**config.mk**
```make
export PLATFORM = sky130hd
export DESIGN_NAME = ioct_io_cycle
export DESIGN_NICKNAME = d
export VERILOG_FILES = /design/src/ioct_pkg.sv /design/src/ioct_trick_regs.sv /design/src/ioct_io_cycle.sv
export VERILOG_INCLUDE_DIRS = /design/src
export SDC_FILE = /design/constraint.sdc
export NUM_CORES = 1
export LEC_CHECK = 0
export BUFFER_PORTS_ARGS = -buffer_cell sky130_fd_sc_hd__buf_2
export CAP_MARGIN = 20
export CORE_MARGIN = 2
export CORE_UTILIZATION = 30
export CTS_CLUSTER_DIAMETER = 80
export CTS_CLUSTER_SIZE = 14
export DETAILED_ROUTE_END_ITERATION = 7
export PLACE_DENSITY = 0.54
export SLEW_MARGIN = 20
export SYNTH_ARGS = -nofsm -noshare
export SYNTH_HDL_FRONTEND = slang
export SYNTH_SLANG_ARGS = --single-unit
```
**constraint.sdc**
```tcl
create_clock -name core_clk -period 2.6 [get_ports core_clk]
set_clock_uncertainty 0.05 [all_clocks]
set_input_delay 0.13 -clock core_clk [delete_from_list [all_inputs] [get_ports core_clk]]
set_output_delay 0.13 -clock core_clk [all_outputs]
set_load 0.05 [all_outputs]
```
**src/ioct_map.svh**
```systemverilog
`ifndef IOCT_MAP_SVH
`define IOCT_MAP_SVH
// ----------------------------------------------------------------------
// address map and timing
// ----------------------------------------------------------------------
`define IOCT_IO_BASE      32'h0000_0000
`define IOCT_IO_MASK      32'hFFFF_0000
`define IOCT_TRICK_BASE   32'h0000_0F00
`define IOCT_TRICK_MASK   32'hFFFF_FFF0
`define IOCT_STROBE_CYC   4'h6
`define IOCT_TRICK_DLY    2'h2
`define IOCT_TRICK_RST    16'h0000
`endif

```
**src/ioct_pkg.sv**
```systemverilog
`default_nettype none
package ioct_pkg;
  typedef enum logic [2:0] {
    IOCT_IDLE  = 3'b000,
    IOCT_RD    = 3'b001,
    IOCT_RDEND = 3'b010,
    IOCT_WR    = 3'b011,
    IOCT_DONE  = 3'b100
  } ioct_state_e;
endpackage : ioct_pkg
`default_nettype wire

```
**src/ioct_trick_regs.sv**
```systemverilog
`default_nettype none
`include "ioct_map.svh"
module ioct_trick_regs #(
  parameter int NREG = 16
) (
  input  wire logic        core_clk,
  input  wire logic        rst_n,
  input  wire logic        wr_pulse,
  input  wire logic [3:0]  wr_idx,
  input  wire logic [15:0] wr_data,
  input  wire logic [3:0]  rd_idx,
  output logic      [15:0] rd_data
);
  // ----------------------------------------------------------------------
  // capture then commit two cycles after the pulse
  // ----------------------------------------------------------------------
  typedef struct packed {
    logic [1:0]  pend;
    logic [3:0]  idx;
    logic [15:0] dat;
  } ioct_trk_s;
  ioct_trk_s   s_reg;
  ioct_trk_s   s_next;
  logic [15:0] mem [NREG];

  // pipeline for the delayed commit
  always_comb begin
    s_next      = s_reg;
    s_next.pend = {s_reg.pend[0], wr_pulse};
    if (wr_pulse) begin
      s_next.idx = wr_idx;
      s_next.dat = wr_data;
    end
  end

  always_ff @(posedge core_clk or negedge rst_n) begin
    if (!rst_n) begin
      s_reg <= '0;
    end else begin
      s_reg <= s_next;
    end
  end

  // register array, one generate entry each
  for (genvar g = 0; g < NREG; g++) begin : g_reg
    always_ff @(posedge core_clk or negedge rst_n) begin
      if (!rst_n) begin
        mem[g] <= `IOCT_TRICK_RST;
      end else if (s_reg.pend[1] && s_reg.idx == 4'(g)) begin
        mem[g] <= s_reg.dat;
      end
    end
  end

  assign rd_data = mem[rd_idx];
endmodule : ioct_trick_regs
`default_nettype wire

```
**src/ioct_io_cycle.sv**
```systemverilog
// How it works
// - test registers decoded inside legacy io space
// - cpu io read asserts read strobe
// - io data copied to both buffer halves
// - buffered data driven to cpu during read
// - latch closes, then strobe negates next clock
// - latch holds only the low buffer half
// - upper half stays transparent, undefined
// - one-cycle write pulse in the clock after the last strobe cycle
// - write pulse stays internal
// - register takes data two clocks after pulse
`default_nettype none
`include "ioct_map.svh"
module ioct_io_cycle #(
  parameter logic [3:0] STROBE_CYC = `IOCT_STROBE_CYC
) (
  input  wire logic        core_clk,
  input  wire logic        rst_n,
  input  wire logic        cpu_req,
  input  wire logic        cpu_write,
  input  wire logic [31:0] cpu_addr,
  input  wire logic [31:0] cpu_wdata,
  output logic      [31:0] cpu_rdata,
  output logic             cpu_rdata_oe,
  output logic             cpu_ack,
  output logic             io_rd_n,
  output logic             io_wr_n,
  output logic      [15:0] io_addr,
  input  wire logic [15:0] io_d_in,
  output logic      [15:0] io_d_out,
  output logic             io_d_oe,
  output logic             io_latw_n
);
  // ----------------------------------------------------------------------
  // state
  // ----------------------------------------------------------------------
  typedef struct packed {
    ioct_pkg::ioct_state_e st;
    logic [3:0]            cnt;
    logic                  trick;
    logic                  latw_n;
    logic                  rd_n;
    logic                  wr_n;
    logic                  oe;
    logic                  ack;
    logic                  d_oe;
    logic [15:0]           lo;
    logic [15:0]           hi;
    logic [15:0]           addr;
    logic [15:0]           wdat;
    logic                  twr;
  } ioct_io_s;

  ioct_io_s    s_reg;
  ioct_io_s    s_next;
  logic        in_io;
  logic        in_trick;
  logic [15:0] trick_rd;

  // address decode; test registers sit inside the io window
  assign in_io    = (cpu_addr & `IOCT_IO_MASK) == `IOCT_IO_BASE;
  assign in_trick = (cpu_addr & `IOCT_TRICK_MASK) == `IOCT_TRICK_BASE;

  // ----------------------------------------------------------------------
  // internal test registers
  // ----------------------------------------------------------------------
  ioct_trick_regs #(
    .NREG (16)
  ) u_trick (
    .core_clk (core_clk),
    .rst_n    (rst_n),
    .wr_pulse (s_reg.twr),
    .wr_idx   (s_reg.addr[3:0]),
    .wr_data  (s_reg.wdat),
    .rd_idx   (s_reg.addr[3:0]),
    .rd_data  (trick_rd)
  );

  // io cycle state machine
  always_comb begin
    s_next     = s_reg;
    s_next.ack = 1'b0;
    s_next.twr = 1'b0;
    // buffer: upper half always transparent
    s_next.hi = s_reg.trick ? trick_rd : io_d_in;
    if (!s_reg.latw_n) begin
      s_next.lo = s_reg.trick ? trick_rd : io_d_in;
    end
    case (s_reg.st)
      ioct_pkg::IOCT_IDLE: begin
        s_next.oe   = 1'b0;
        s_next.d_oe = 1'b0;
        if (cpu_req && in_io) begin
          s_next.trick = in_trick;
          s_next.addr  = cpu_addr[15:0];
          s_next.wdat  = cpu_wdata[15:0];
          s_next.cnt   = STROBE_CYC;
          if (cpu_write) begin
            s_next.st   = ioct_pkg::IOCT_WR;
            s_next.wr_n = 1'b0;
            s_next.d_oe = 1'b1;
          end else begin
            s_next.st     = ioct_pkg::IOCT_RD;
            s_next.rd_n   = 1'b0;
            s_next.latw_n = 1'b0;
            s_next.oe     = 1'b1;
          end
        end
      end
      ioct_pkg::IOCT_RD: begin
        s_next.cnt = s_reg.cnt - 4'h1;
        if (s_reg.cnt <= 4'h2) begin
          s_next.latw_n = 1'b1;
          s_next.st     = ioct_pkg::IOCT_RDEND;
        end
      end
      ioct_pkg::IOCT_RDEND: begin
        s_next.rd_n = 1'b1;
        s_next.ack  = 1'b1;
        s_next.st   = ioct_pkg::IOCT_DONE;
      end
      ioct_pkg::IOCT_WR: begin
        s_next.cnt = s_reg.cnt - 4'h1;
        if (s_reg.cnt == 4'h1) begin
          s_next.twr  = s_reg.trick;
          s_next.wr_n = 1'b1;
          s_next.ack  = 1'b1;
          s_next.st   = ioct_pkg::IOCT_DONE;
        end
      end
      ioct_pkg::IOCT_DONE: begin
        s_next.oe   = 1'b0;
        s_next.d_oe = 1'b0;
        s_next.st   = ioct_pkg::IOCT_IDLE;
      end
      default: begin
        s_next.st = ioct_pkg::IOCT_IDLE;
      end
    endcase
  end

  // state register
  always_ff @(posedge core_clk or negedge rst_n) begin
    if (!rst_n) begin
      s_reg        <= '0;
      s_reg.st     <= ioct_pkg::IOCT_IDLE;
      s_reg.latw_n <= 1'b1;
      s_reg.rd_n   <= 1'b1;
      s_reg.wr_n   <= 1'b1;
    end else begin
      s_reg <= s_next;
    end
  end

  // outputs straight from flops
  assign cpu_rdata    = {s_reg.hi, s_reg.lo};
  assign cpu_rdata_oe = s_reg.oe;
  assign cpu_ack      = s_reg.ack;
  assign io_rd_n      = s_reg.rd_n;
  assign io_wr_n      = s_reg.wr_n;
  assign io_addr      = s_reg.addr;
  assign io_d_out     = s_reg.wdat;
  assign io_d_oe      = s_reg.d_oe;
  assign io_latw_n    = s_reg.latw_n;
endmodule : ioct_io_cycle
`default_nettype wire

```
==> metrics.yaml <==
clkLatencyLatePin_ps: 570
grt_pass1_wl_mm: 60.7
num_vias: 9545
switching_power_mw: 2.21
numClockSinks: 357
cts_max_path_buffers: 3
clock-root-buffer: "clkbuf_16"
hold_violations: 0
post_cts.repair.setup_buffers: 0
synth-seq-cells: 357
die_x_um: 236
p_per_area_nw_per_um2: 541
regToRegSetupSlack_ps: 280
avgSynthCellArea_um2: 14.1
wl_per_cell_um: 19.4
port_buffers: 137
clkTransAtPathRegs_ps: 70
ys.warnings.count: 0
fin_nets: 1370
numCtsBuffers: 30
setup_viol: 0
cts.htree.levels: 1
reg2reg_to: "cpu_rdata[10]"
ys_types: 42
core-area_um2: 52900
crit_type: "flip-flop to flip-flop"
r2r_start: "io_addr[1]"
mostFrequentLayoutCells: "dfrtp_1, mux2_2, buf_2"
postRouteWirelength_mm: 38.5
dp_hpwl_mm: 25.6
gp_congestion: 0.725
remaining_drc_errors: 0
drt_iter0_drc: 474
hold_ws_ps: 18.2
top_level_ports: 154
status: "complete, no violations"
cts_tree: "built"
swShare_pct: 21.7
die_h_um: 236
start_util_pct: 30.5
final_common_cell: "dfrtp_1"
drive_above_1_share_pct: 45.0
ys_seq_area_share_pct: 55.4
end_kind: "flip-flop"
crit_arrival_ps: 2700
leakage_nw: 8.98
intPower_mw: 7.96
drt-pass1-iter-count: 4
clock.fmax_mhz: 431
grt_max_degree: 80
ir_worst_vdd_mv: 0.495
finalCritPeriodShare_pct: 89.2
die_area_um2: 55600
largest_reg_flops: 256
reg2reg_depth: 5
syn_inst: 1145
cp-startpoint: "io_addr[1]"
syn_area_um2: 16100
rsz0062_at_grt: "false"
start_kind: "flip-flop"
p_clk_share_pct: 41.9
grt.total_usage_pct: 13.9
critPathRequiredTime_ps: 2980
synth_top_area_share_pct: 54.9
hp-class: "primary input to asynchronous set/reset pin"
ant_nets: 0
ys_top_cells_by_area: "dfrtp_1, mux2_2, mux4_2"
core.rowCount: 84
fillers: 5124
synth_nets: 1232
fin_crit_ps: 2320
worstPathMaxFanout: 19
antenna_found_initial: 0
fin_tns_setup_ps: 0
maxSlewViolCount: 0
max_slew.worst_pin.slew_ps: 848
n_antenna_cell: 0
endpoint: "cpu_rdata[10]"
cap_violations: 0
area_growth_pct: 16.5
slew_headroom_pct: 43.4
yosys.area.top_type: "dfrtp_1"
p_seq_share_pct: 54.8
grt-ovfl-total: 0
p_comb_share_pct: 3.3
via_per_inst: 4.81
grt_pass1_vias: 10200
==> power by group through the flow <==
stage	combinational [mW]	clock, mW	sequential [mW]
2_1_floorplan	0.0947	0	5.68
3_3_place_gp	0.283	0	5.68
3_5_place_dp	0.288	0	5.68
4_1_cts	0.348	4.46	5.57
5_1_grt	0.377	4.67	5.57
6_report	0.336	4.26	5.57
==> worst min path at each step <==
stage                  endpoint  cells after the start  slack (ps)    startpoint
CTS                     io_wr_n                      6           5  cpu_addr[30]
global placement    io_d_out[3]                      1          30         rst_n
global route        io_d_out[3]                      2          50         rst_n
floorplan               cpu_ack                      0        -220         rst_n
finish              io_d_out[3]                      2          20         rst_n
detailed placement  io_d_out[3]                      1          40         rst_n
==> per-layer routing <==
| metal | part of all wire (%) | GRT usage [%] | routed length [um] | up-vias |
|---|---|---|---|---|
| li1 | - | - | - | 4366 |
| met1 | 47 | 19.2 | 18100 | 5002 |
| met2 | 49 | 23.7 | 18700 | 141 |
| met3 | 2.8 | 1.46 | 1090 | 36 |
| met4 | 1.6 | 2.95 | 630 | 0 |
| met5 | 0 | 0 | 0 | - |
==> repair_timing <==
action | CTS | global route
resized for setup | 0 | 0
hold buffers | 52 | 0
hold endpoints to repair | 424 | 0
==> per-stage QoR <==
| stage | utilization (%) | instance area (um^2) | total power, mW | std cells | setup WS (ps) |
|---|---|---|---|---|---|
| floorplan | - | 16100 | 5.77 | 1145 | 640 |
| global placement | 32.9 | 17400 | 5.96 | 1887 | 262 |
| detailed placement | 32.9 | 17400 | 5.96 | 1887 | 236 |
| CTS | 35.6 | 18800 | 10.4 | 1985 | 236 |
| global route | 35.6 | 18800 | 10.6 | 1985 | 137 |
| finish | 35.6 | 18800 | 10.2 | 1985 | 281 |
==> cell families (layout without fill, tap and decap cells) <==
group                    count (synthesis)  after routing  share of synthesized area [%]
multiplexers                           404            404                           30.1
AO/OA/AOI/OAI                          100            100                           4.44
buffers and inverters                  151            303                           5.62
AND/OR/NAND/NOR                        130            130                           4.24
adder cells (fa/ha/maj)                  3              3                          0.233
flip-flops                             357            357                           55.4
==> critical path: stages (launching register included) <==
cell and delay, ps:
dfrtp_4 580, buf_4 400, mux4_2 550, a211oi_1 350, buf_4 190, o41ai_1 60
==> layout make-up <==
class / count / area [um^2] / area share, %
Inverter: 6 / 22.5 / 0.120
Timing Repair Buffer: 251 / 1810 / 9.61
Clock buffer: 43 / 821 / 4.37
Multi-Input combinational cell: 637 / 6290 / 33.5
Clock inverter: 3 / 48.8 / 0.260
Sequential cell: 357 / 8940 / 47.6
Tap cell: 688 / 861 / 4.58
==> cell usage after synthesis <==
cell type / n
clkbuf_1: 44
o311ai_0: 1
a22oi_1: 33
dfrtp_1: 354
a21o_1: 1
o41ai_1: 18
buf_1: 8
mux4_2: 32
o31a_1: 2
mux2i_1: 64
nand2b_1: 4
nor4b_1: 1
nor4_1: 2
buf_6: 8
o21ai_0: 8
nand4_2: 1
o31ai_1: 3
buf_8: 1
nand3b_1: 4
nor3_2: 1
nand4_1: 1
nor3b_1: 2
nand3_1: 2
inv_1: 6
and2_1: 3
mux2_2: 303
nand2_1: 26
nor2_1: 34
a2111oi_0: 1
a211oi_1: 16
or3_1: 4
and4b_1: 1
nor4_2: 4
buf_2: 19
nor2b_1: 20
buf_4: 64
dfstp_2: 3
mux2_4: 5
ha_1: 3
clkbuf_4: 1
nor3_1: 20
a21oi_1: 17
Power figures use the tool's default switching activity.
